[config.mk]
export PLATFORM = sky130hd
export DESIGN_NAME = serial_status_register
export DESIGN_NICKNAME = d
export VERILOG_FILES = /design/src/shared/status_reg_pkg.sv /design/src/hw/serial_status_register.sv /design/src/hw/nv_status_store.sv
export SDC_FILE = /design/constraint.sdc
export NUM_CORES = 1
export LEC_CHECK = 0
export ABC_AREA = 0
export BUFFER_PORTS_ARGS = -buffer_cell sky130_fd_sc_hd__buf_2
export CAP_MARGIN = 30
export CORE_MARGIN = 2
export CORE_UTILIZATION = 38
export CTS_CLUSTER_DIAMETER = 80
export DETAILED_ROUTE_END_ITERATION = 10
export HOLD_SLACK_MARGIN = 0.03
export PLACE_DENSITY = 0.56
export SETUP_SLACK_MARGIN = 0.3
export SLEW_MARGIN = 30
export SYNTH_ARGS = -nofsm -noshare
export SYNTH_HDL_FRONTEND = slang
export SYNTH_SLANG_ARGS = --single-unit
export TNS_END_PERCENT = 30
[constraint.sdc]
create_clock -name core_clk -period 4.83 [get_ports core_clk]
set_input_delay 0.2415 -clock core_clk [delete_from_list [all_inputs] [get_ports core_clk]]
set_output_delay 0.2415 -clock core_clk [all_outputs]
set_load 0.01 [all_outputs]
[src/shared/status_reg_pkg.sv]
// Constants and types for the primary status and configuration register.
// Assumes all serial pins are already synchronous to core_clk.
package status_reg_pkg;

    localparam int GUARD_BIT    = 7;
    localparam int QWC_BIT      = 6;
    localparam int LAT_HI_BIT   = 5;
    localparam int LAT_LO_BIT   = 4;
    localparam int PROT_HI_BIT  = 3;
    localparam int PROT_LO_BIT  = 2;
    localparam int WEL_BIT      = 1;
    localparam int ZERO_BIT     = 0;
    localparam int SR2_QWC_BIT  = 6;
    localparam int SR2_DUAL_BIT = 5;

    localparam logic [7:0] OP_WRITE_ENABLE   = 8'h06;
    localparam logic [7:0] OP_WRITE_DISABLE  = 8'h04;
    localparam logic [7:0] OP_STATUS_READ    = 8'h05;
    localparam logic [7:0] OP_STATUS_WRITE   = 8'h01;
    localparam logic [7:0] OP_STATUS2_READ   = 8'h35;
    localparam logic [7:0] OP_QUAD_ENTER     = 8'h38;
    localparam logic [7:0] OP_DUAL_ENTER     = 8'h37;
    localparam logic [7:0] OP_SINGLE_RETURN  = 8'hFF;
    localparam logic [7:0] OP_DEEP_SLEEP     = 8'hBA;
    localparam logic [7:0] OP_HIBERNATE      = 8'hB9;

    localparam logic [2:0] LAST_BIT_INDEX    = 3'h7;
    localparam logic [2:0] FIRST_BIT_INDEX   = 3'h0;
    localparam logic [4:0] NV_RESET          = 5'h00;
    localparam logic       QWC_RESET         = 1'b0;
    localparam logic       DUAL_RESET        = 1'b0;
    localparam logic       WEL_RESET         = 1'b0;
    localparam logic [7:0] SHIFT_RESET       = 8'h00;

    typedef enum logic [1:0] {
        ST_OPCODE = 2'b00,
        ST_WDATA  = 2'b01,
        ST_READ   = 2'b10,
        ST_SKIP   = 2'b11
    } serialState_t;

    typedef struct packed {
        logic       guard;
        logic [1:0] latency;
        logic [1:0] protect;
    } nvBits_t;

endpackage

[src/hw/serial_status_register.sv]
// Serial front end and primary status/configuration register.
// Assumes csN, sck, si and wpN are synchronous to core_clk and that sck
// runs well below core_clk/2 so every edge is seen.
`timescale 1ns/1ps
//
// Contract
// - Guard flag bit 7 is nonvolatile, written by status write, read back.
// - Status write blocked when guard flag set and protect pin low.
// - Quad command flag bit 6 is volatile, zero after power-up.
// - Quad enter sets flag; single return or dual enter clears it.
// - Status write ignores bit 6; flag still reads back.
// - Both status registers show quad flag from one shared bit.
// - Latency bits 5:4 nonvolatile, writable and readable, set read dummies.
// - Protect bits 3:2 nonvolatile, writable and readable, size protected area.
// - Write-enable latch bit 1 volatile, zero at power-up, one allows writes.
// - Write enable sets latch, write disable clears; host enables first.
// - Latch readable but status write data bit 1 ignored.
// - Latch clears at power-up, write disable, and wake from sleep.
// - Latch stays set after status write or any array write.
// - Bit 0 always reads zero; writes to it ignored.
module serial_status_register
    import status_reg_pkg::*;
(
    input  wire logic       core_clk,
    input  wire logic       rst_n,
    input  wire logic       csN,
    input  wire logic       sck,
    input  wire logic       si,
    input  wire logic       wpN,
    output logic            soData,
    output logic            soOe,
    output logic            quadWideCmdFlag,
    output logic            secondQuadWideCmdFlag,
    output logic            dualModeFlag,
    output logic [1:0]      latencySelect,
    output logic [1:0]      protectRegion,
    output logic            writeEnableLatch,
    output logic            statusWriteGuardFlag,
    output logic            sleeping
);

    serialState_t state_q, state_d;
    logic [2:0]   bitCnt_q;
    logic [7:0]   inShift_q;
    logic [7:0]   outShift_q;
    logic         sckPrev_q;
    logic         csPrev_q;
    logic         qwc_q;
    logic         dual_q;
    logic         wel_q;
    logic         asleep_q;
    logic         so_q;
    logic         soOe_q;
    nvBits_t      nvRd;
    nvBits_t      nvWrData;

    wire logic       sckRise   = sckPrev_q == 1'b0 && sck == 1'b1;
    wire logic       sckFall   = sckPrev_q == 1'b1 && sck == 1'b0;
    wire logic       csFall    = csPrev_q == 1'b1 && csN == 1'b0;
    wire logic       active    = !csN && !asleep_q && !csFall;
    wire logic       byteDone  = active && sckRise &&
                                 bitCnt_q == LAST_BIT_INDEX;
    wire logic [7:0] nextByte  = {inShift_q[6:0], si};
    wire logic       opDone    = byteDone && state_q == ST_OPCODE;
    wire logic       dataDone  = byteDone && state_q == ST_WDATA;

    wire logic isWren   = opDone && nextByte == OP_WRITE_ENABLE;
    wire logic isWrdi   = opDone && nextByte == OP_WRITE_DISABLE;
    wire logic isRdsr   = opDone && nextByte == OP_STATUS_READ;
    wire logic isRdsr2  = opDone && nextByte == OP_STATUS2_READ;
    wire logic isWrsr   = opDone && nextByte == OP_STATUS_WRITE;
    wire logic isQuad   = opDone && nextByte == OP_QUAD_ENTER;
    wire logic isDual   = opDone && nextByte == OP_DUAL_ENTER;
    wire logic isSingle = opDone && nextByte == OP_SINGLE_RETURN;
    wire logic isSleep  = opDone && (nextByte == OP_DEEP_SLEEP ||
                                     nextByte == OP_HIBERNATE);

    // Pin low with guard set locks the status register
    wire logic writeBlocked = nvRd.guard && !wpN;
    wire logic nvCommit     = dataDone && wel_q && !writeBlocked;

    // Bits 6, 1 and 0 of the incoming byte are dropped here
    assign nvWrData.guard   = nextByte[GUARD_BIT];
    assign nvWrData.latency = {nextByte[LAT_HI_BIT],
                               nextByte[LAT_LO_BIT]};
    assign nvWrData.protect = {nextByte[PROT_HI_BIT],
                               nextByte[PROT_LO_BIT]};

    logic [7:0] statusImage;
    logic [7:0] status2Image;

    always_comb begin
        statusImage              = 8'h00;
        statusImage[GUARD_BIT]   = nvRd.guard;
        statusImage[QWC_BIT]     = qwc_q;
        statusImage[LAT_HI_BIT]  = nvRd.latency[1];
        statusImage[LAT_LO_BIT]  = nvRd.latency[0];
        statusImage[PROT_HI_BIT] = nvRd.protect[1];
        statusImage[PROT_LO_BIT] = nvRd.protect[0];
        statusImage[WEL_BIT]     = wel_q;
        statusImage[ZERO_BIT]    = 1'b0;
    end

    always_comb begin
        status2Image               = 8'h00;
        status2Image[SR2_QWC_BIT]  = qwc_q;
        status2Image[SR2_DUAL_BIT] = dual_q;
    end

    always_comb begin
        state_d = state_q;
        case (state_q)
            ST_OPCODE: begin
                if (isRdsr || isRdsr2) begin
                    state_d = ST_READ;
                end else if (isWrsr) begin
                    state_d = ST_WDATA;
                end else if (opDone) begin
                    state_d = ST_SKIP;
                end
            end
            ST_WDATA: begin
                if (dataDone) begin
                    state_d = ST_SKIP;
                end
            end
            ST_READ:  state_d = ST_READ;
            ST_SKIP:  state_d = ST_SKIP;
            default:  state_d = ST_SKIP;
        endcase
    end

    nv_status_store u_store (
        .core_clk (core_clk),
        .rst_n    (rst_n),
        .write_enable_cmd     (nvCommit),
        .wrData   (nvWrData),
        .rdData   (nvRd)
    );

    always_ff @(posedge core_clk) begin
        if (!rst_n) begin
            sckPrev_q <= 1'b0;
            csPrev_q  <= 1'b1;
        end else begin
            sckPrev_q <= sck;
            csPrev_q  <= csN;
        end
    end

    // Frame engine; deselect aborts any partial byte
    always_ff @(posedge core_clk) begin
        if (!rst_n || csN || !active) begin
            state_q   <= ST_OPCODE;
            bitCnt_q  <= FIRST_BIT_INDEX;
            inShift_q <= SHIFT_RESET;
        end else if (sckRise) begin
            state_q   <= state_d;
            bitCnt_q  <= bitCnt_q + 3'h1;
            inShift_q <= nextByte;
        end
    end

    // Loaded on the opcode edge, repeats the same byte while selected
    always_ff @(posedge core_clk) begin
        if (!rst_n || csN) begin
            outShift_q <= SHIFT_RESET;
            so_q       <= 1'b0;
            soOe_q     <= 1'b0;
        end else if (isRdsr) begin
            outShift_q <= statusImage;
            soOe_q     <= 1'b1;
        end else if (isRdsr2) begin
            outShift_q <= status2Image;
            soOe_q     <= 1'b1;
        end else if (sckFall && state_q == ST_READ) begin
            so_q       <= outShift_q[7];
            outShift_q <= {outShift_q[6:0], outShift_q[7]};
        end
    end

    always_ff @(posedge core_clk) begin
        if (!rst_n) begin
            qwc_q  <= QWC_RESET;
            dual_q <= DUAL_RESET;
        end else if (isQuad) begin
            qwc_q  <= 1'b1;
            dual_q <= 1'b0;
        end else if (isDual) begin
            qwc_q  <= 1'b0;
            dual_q <= 1'b1;
        end else if (isSingle) begin
            qwc_q  <= 1'b0;
            dual_q <= 1'b0;
        end
    end

    // Array writes and status writes leave the latch alone on purpose
    always_ff @(posedge core_clk) begin
        if (!rst_n) begin
            wel_q    <= WEL_RESET;
            asleep_q <= 1'b0;
        end else if (asleep_q && csFall) begin
            wel_q    <= 1'b0;
            asleep_q <= 1'b0;
        end else if (isWren) begin
            wel_q    <= 1'b1;
        end else if (isWrdi) begin
            wel_q    <= 1'b0;
        end else if (isSleep) begin
            asleep_q <= 1'b1;
        end
    end

    assign soData                = so_q;
    assign soOe                  = soOe_q;
    assign quadWideCmdFlag       = qwc_q;
    assign secondQuadWideCmdFlag = qwc_q;
    assign dualModeFlag          = dual_q;
    assign latencySelect         = nvRd.latency;
    assign protectRegion         = nvRd.protect;
    assign writeEnableLatch      = wel_q;
    assign statusWriteGuardFlag  = nvRd.guard;
    assign sleeping              = asleep_q;
endmodule

[src/hw/nv_status_store.sv]
// Storage cell for the nonvolatile status bits, registered read port.
// Assumes the caller qualifies writes; rst_n stands for the shipped state.
`timescale 1ns/1ps
module nv_status_store
    import status_reg_pkg::*;
(
    input  wire logic    core_clk,
    input  wire logic    rst_n,
    input  wire logic    write_enable_cmd,
    input  wire nvBits_t wrData,
    output nvBits_t      rdData
);

    nvBits_t store_q;
    nvBits_t rdData_q;

    always_ff @(posedge core_clk) begin
        if (!rst_n) begin
            store_q  <= nvBits_t'(NV_RESET);
            rdData_q <= nvBits_t'(NV_RESET);
        end else begin
            if (write_enable_cmd) begin
                store_q <= wrData;
            end
            rdData_q <= store_q;
        end
    end

    assign rdData = rdData_q;

endmodule

== Word level (Yosys, flattened, before mapping) ==
Cells that the tools add are included.
Cells by class
  bitwise gates (word level): 8
  add/sub/neg operators: 1
  equal/unequal tests: 16
  multiplexer cells: 16
  reductions and logical operators: 46
Operator list (number)
  == test 8 x 3 -> 1 bit (second input constant): 3
  == test 8 x 6 -> 1 bit (second input constant): 3
  == test 8 bit (second input constant): 3
  two-way mux 8 bit: 3
  logical AND 1 bit: 23
  AND reduction 3 bit: 3
  == test 8 x 1 -> 1 bit (second input constant): 1
  two-way mux 1 bit: 8
  two-way mux 2 bit: 4
  inverter 1 bit: 8
  one-hot mux 2 bit (4 select lines): 1
  logical NOT 1 bit: 7
  nonzero test 2 bit: 3
  nonzero test 3 bit: 2
  == test 2 bit (second input constant): 2
  logical OR 1 bit: 4
  != test 4 x 3 -> 1 bit (second input constant): 1
  OR reduction 2 bit: 2
  adder 3 x 1 -> 3 bit (second input constant): 1
  == test 3 bit (second input constant): 1
  OR reduction 3 bit: 1
  == test 2 x 1 -> 1 bit (second input constant): 1
  logical NOT 2 bit: 1
  != test 2 bit (second input constant): 1
Word-level totals
  bits of input ports: 6
  register bits after elaboration: 38

== Logic depth before layout (Yosys ltp) ==
  depth after elaboration: 11
  mapped depth: 7

== Modules after synthesis ==
A second synthesis with hierarchy kept.
Second synthesis, totals
  cell total of the unflattened synthesis: 191
  area, all modules: 1780.5 sq um
Modules (own cells, without submodules)
  serial_status_register: sequential area each 560.5 sq um, times used 1, area an instance 1456.4 sq um, cells an instance 165
  nv_status_store: sequential area each 200.2 sq um, times used 1, area an instance 324.1 sq um, cells an instance 26

== Least setup slack after synthesis ==
No wires, ideal clock.
  path type: register -> register
  start: reg bitCnt_q[0]
  end: reg u_store.store_q[0] in the netlist's numbering
  required time: 4.714 ns
  cell stages (with the launch flop): 7
  path slack: 3.138 ns
  arrival time: 1.576 ns
  cell sequence: dfxtp_1 ha_1 ha_1 nand4bb_1 a2111oi_4 mux2i_1 nor2b_1
Between the ends
  cells in the longest elaborated chain, start to end: 5
RTL lines
  start, declared: RTL line serial_status_register.sv:43  | logic [2:0] bitCnt_q;
  start signal, assigned: RTL line serial_status_register.sv:159  | bitCnt_q <= bitCnt_q + 3'h1;
  == test 3 bit: RTL line serial_status_register.sv:62  | bitCnt_q == LAST_BIT_INDEX;
  logical AND 1 bit: RTL line serial_status_register.sv:61  | wire logic byteDone = active && sckRise &&
  logical AND 1 bit: RTL line serial_status_register.sv:65  | wire logic dataDone = byteDone && state_q == ST_WDATA;
  logical AND 1 bit (2 in a row): RTL line serial_status_register.sv:80  | wire logic nvCommit = dataDone && wel_q && !writeBlocked;
  end signal, assigned: RTL line nv_status_store.sv:19  | store_q <= nvBits_t'(NV_RESET);
  end signal, assigned: RTL line nv_status_store.sv:23  | store_q <= wrData;
  end, declared: RTL line nv_status_store.sv:14  | nvBits_t store_q;
Every way passes these cells.
A chain may end at the register's enable or synchronous reset.

== Final worst setup path ==
  start: reg bitCnt_q[0]
  end: reg u_store.store_q[1] in the netlist's numbering
The elaborated chain is that of the path after synthesis.

==> run_results.csv <==
group,metric,value,unit
critical_path,slowest_delay,620,ps
place,dp_cells,247,
place,gp_congestion,0.779,
sta,tightest_slew,725,ps
pwr,swShare,21.4,%
pwr,ir_drop,151,µV
status,status,"complete, no violations",
sta,fin_ws,2940,ps
clocking,postCtsHoldBufs,0,
synth,synth_compound_area_share,15.7,%
route,wirelength,3.76,mm
floorplanning,core_area,4320,µm²
floorplanning,ioPinCount,18,
finish,final_cells,254,
hold_path,hold_class,"in2reg",
route,drt_first_iter_violations,88,
synth,synth_edf_count,0,
sta,fin_crit,1890,ps
pwr,intPower,420,µW
synth,synth_nets,197,
floorplanning,start_util,39.4,%
critical_path,crit_required,5010,ps
finish,nets,210,
clocking,clock-root-buffer,"clkbuf_8",
grt,grt_use_met1,19.6,%
pwr,seq_power_share,59.0,%
pwr,p_leak,0.000681,µW
route,detail-route-antenna-nets,0,
route,vias,1382,
synth,postSynth.asyncResetShare,0,%
sta,fmax,530,MHz
grt,grt_max_degree,17,
critical_path,critical_path.most_common_cell,"ha_1",
grt,grt_pass1_vias,1288,
clocking,cts_buffer_depth,2,
sta,final_hold_viol_count,0,
synth,synthXorXnorAreaFrac,1.98,%
route,detail_route.wl_per_cell,14.8,µm
route,drc,0,
sta,relSlewSlack,51.6,%
place,portBuffers,17,
route,via_per_inst,5.44,
synth,synth_top_family_by_area,"simple AND/OR/NAND/NOR gates",
sta,timing.setup.tns,0,ps
pwr,power.total,535,µW
sta,clock_skew,5.39,ps
pwr,switchingPower,114,µW
synth,ys_seq_area_share,44.6,%
synth,synthAdderAreaFrac,1.47,%
floorplanning,fp.dieArea,5040,µm²
flow_run,maxCapViolCount,0,
clocking,clkSlewWorstSetupHoldPaths,60,ps
critical_path,cpMaxStageDelayCell,"a2111oi_4",
critical_path,cp_max_fo,5,
clocking,cts_setup_buffers,0,
sta,finalCritPeriodShare,39.0,%
finish,fillers,451,
grt,grt_util_met2,26.4,%
critical_path,path_cells,"ha_1 > ha_1 > nand4bb_1 > a2111oi_4 > mux2i_1 > nor2b_1",
clocking,h-tree-depth,2,
sta,grt_setup_unrepaired,"false",
floorplanning,fp.dieW,71.0,µm
synth,synthSimpleGateAreaFrac,27.8,%
critical_path,crit_type,"reg2reg",
floorplanning,floorplan.rows,24,
sta,setup_viol,0,
place,hpwl,2.75,mm
synth,ys_types,45,
grt,gr-usage-met3,4.70,%
finish,antenna_cells,0,
grt,antenna_found_initial,0,
finish,layout-drive-gt1-share,14.9,%
critical_path,cp-start-kind,"flop",
synth,synth-seq-cells,38,
synth,yosysWarnings,0,
clocking,numCtsBuffers,5,
synth,synthMuxAreaShare,3.52,%
clocking,clkLatencyLatePin,290,ps
synth,netlist_instances,189,
clocking,clock_sinks,38,
critical_path,path_buf_inv,0,
grt,busiest_layer,"met2",
clocking,cts_resized,0,
floorplanning,die_h,71.0,µm
pwr,clkPwrFrac,37.4,%
pwr,powerDensity,284,nW/µm²
synth,syn_area_per_cell,9.02,µm²
critical_path,worstPathArrival,2060,ps
clocking,tritoncts,"done",
critical_path,path_delay_family,"compound AO/OA/AOI/OAI gates",
grt,grt_overflow,0,
sta,slew_viol_final,0,
pwr,p_comb_share,3.6,%
grt,grt_pass1_wl,6.20,mm
synth,mappedNetlistArea,1700,µm²
synth,ys.flop_type,"dfxtp_1",
route,drtPass1Iterations,4,
place,dp_slack,2940,ps
grt,grt.total_usage,15.9,%
critical_path,crit_path_end_kind,"flop",
finish,syn_to_final_growth,10.6,%
[final cells by class]
type	instances	area [µm²]	share of cell area, %
multi-input cells	130	860	45.6
inverters	10	37.5	1.99
flip-flops and latches	38	761	40.4
clock buffers	7	76.3	4.05
repair buffers	17	85.1	4.52
well taps	52	65.1	3.45
[metal layers]
metal	vias up	part of all wire, %
met5	-	0
met4	0	1.5
met3	6	4.3
met2	32	48
met1	647	46
li1	697	-
[layout by cell type, fill, tap and decap left out, drive strengths merged, types with 2 or more instances in the layout]
master	count
mux2i	6
clkbuf	7
buf	17
nand2	23
o22ai	5
nand3	5
nor3	2
and3	2
inv	10
a21oi	14
nand4	6
ha	2
nor2	11
and4	2
o21ai	3
xnor2	2
dfxtp	38
nor2b	7
and4bb	2
nor4b	2
a221oi	5
nand2b	2
or3	2
a41o	2
a21boi	2
a211oi	2
nand4bb	2
and2	7
[final timing paths]
kind               startpoint                  to  slack, ps  depth (start not counted)
setup / recovery  bitCnt_q[0]  u_store.store_q[1]       2940                          6
setup reg to reg  bitCnt_q[0]  u_store.store_q[1]       2940                          6
hold reg to reg        soData              soData        460                          2
hold / removal            sck           sckPrev_q        260                          2
[kinds of logic after synthesis]
family,count (synthesis)
and+or+nand+nor,81
AOI/OAI and AO/OA,38
DFF,38
buffers and inverters,21
muxes,6
xor gates and xnor gates,3
adders and majority gates,2
[cell usage after synthesis, types with 2 or more instances]
master     count  area share, %
a211oi_1       2           0.88
mux2i_1        6            3.5
o22ai_1        5            1.8
nand4_1        6            2.2
and3_1         2           0.73
a21boi_0       2           0.88
and2_1         6            2.2
a41o_1         2            1.2
ha_1           2            1.5
nand3_1        5            1.5
inv_1         10            2.2
nand2b_1       2           0.73
nand4bb_1      2            1.3
and4_1         2            1.0
clkbuf_1       8            1.8
dfxtp_1       38             45
nor3_1         2           0.59
a221oi_1       5            2.6
nand2_1       23            5.1
xnor2_1        2            1.0
nor2b_1        7            2.6
and4bb_2       2            1.5
a21oi_1       14            4.1
o21ai_0        3           0.88
nor2_1        11            2.4
[per-stage QoR]
step           cell area, µm²  util (%)  hold slack (ps)
3_3_place_gp             1810      41.8              442
5_1_grt                  1880      43.6              259
6_report                 1880      43.6              256
3_5_place_dp             1810      41.8              450
4_1_cts                  1880      43.6              247
2_1_floorplan            1700         -              363
[state kept, by name, indices dropped and copies added, names as in the netlist]
register / count
bitCnt_q: 3
csPrev_q: 1
dualModeFlag: 1
inShift_q: 7
outShift_q: 8
quadWideCmdFlag: 1
sckPrev_q: 1
sleeping: 1
soData: 1
soOe: 1
state_q: 2
u_store.rdData: 5
u_store.store_q: 5
writeEnableLatch: 1
[power groups by stage]
stage / clock, µW / combinational, µW / sequential (µW)
detailed placement: 0 / 19.5 / 323
finish: 200 / 19.1 / 316
CTS: 204 / 19.5 / 316
global route: 220 / 21.2 / 316
floorplan: 0 / 13.1 / 322
global placement: 0 / 19.1 / 323
(Power assumes the default switching activity.)
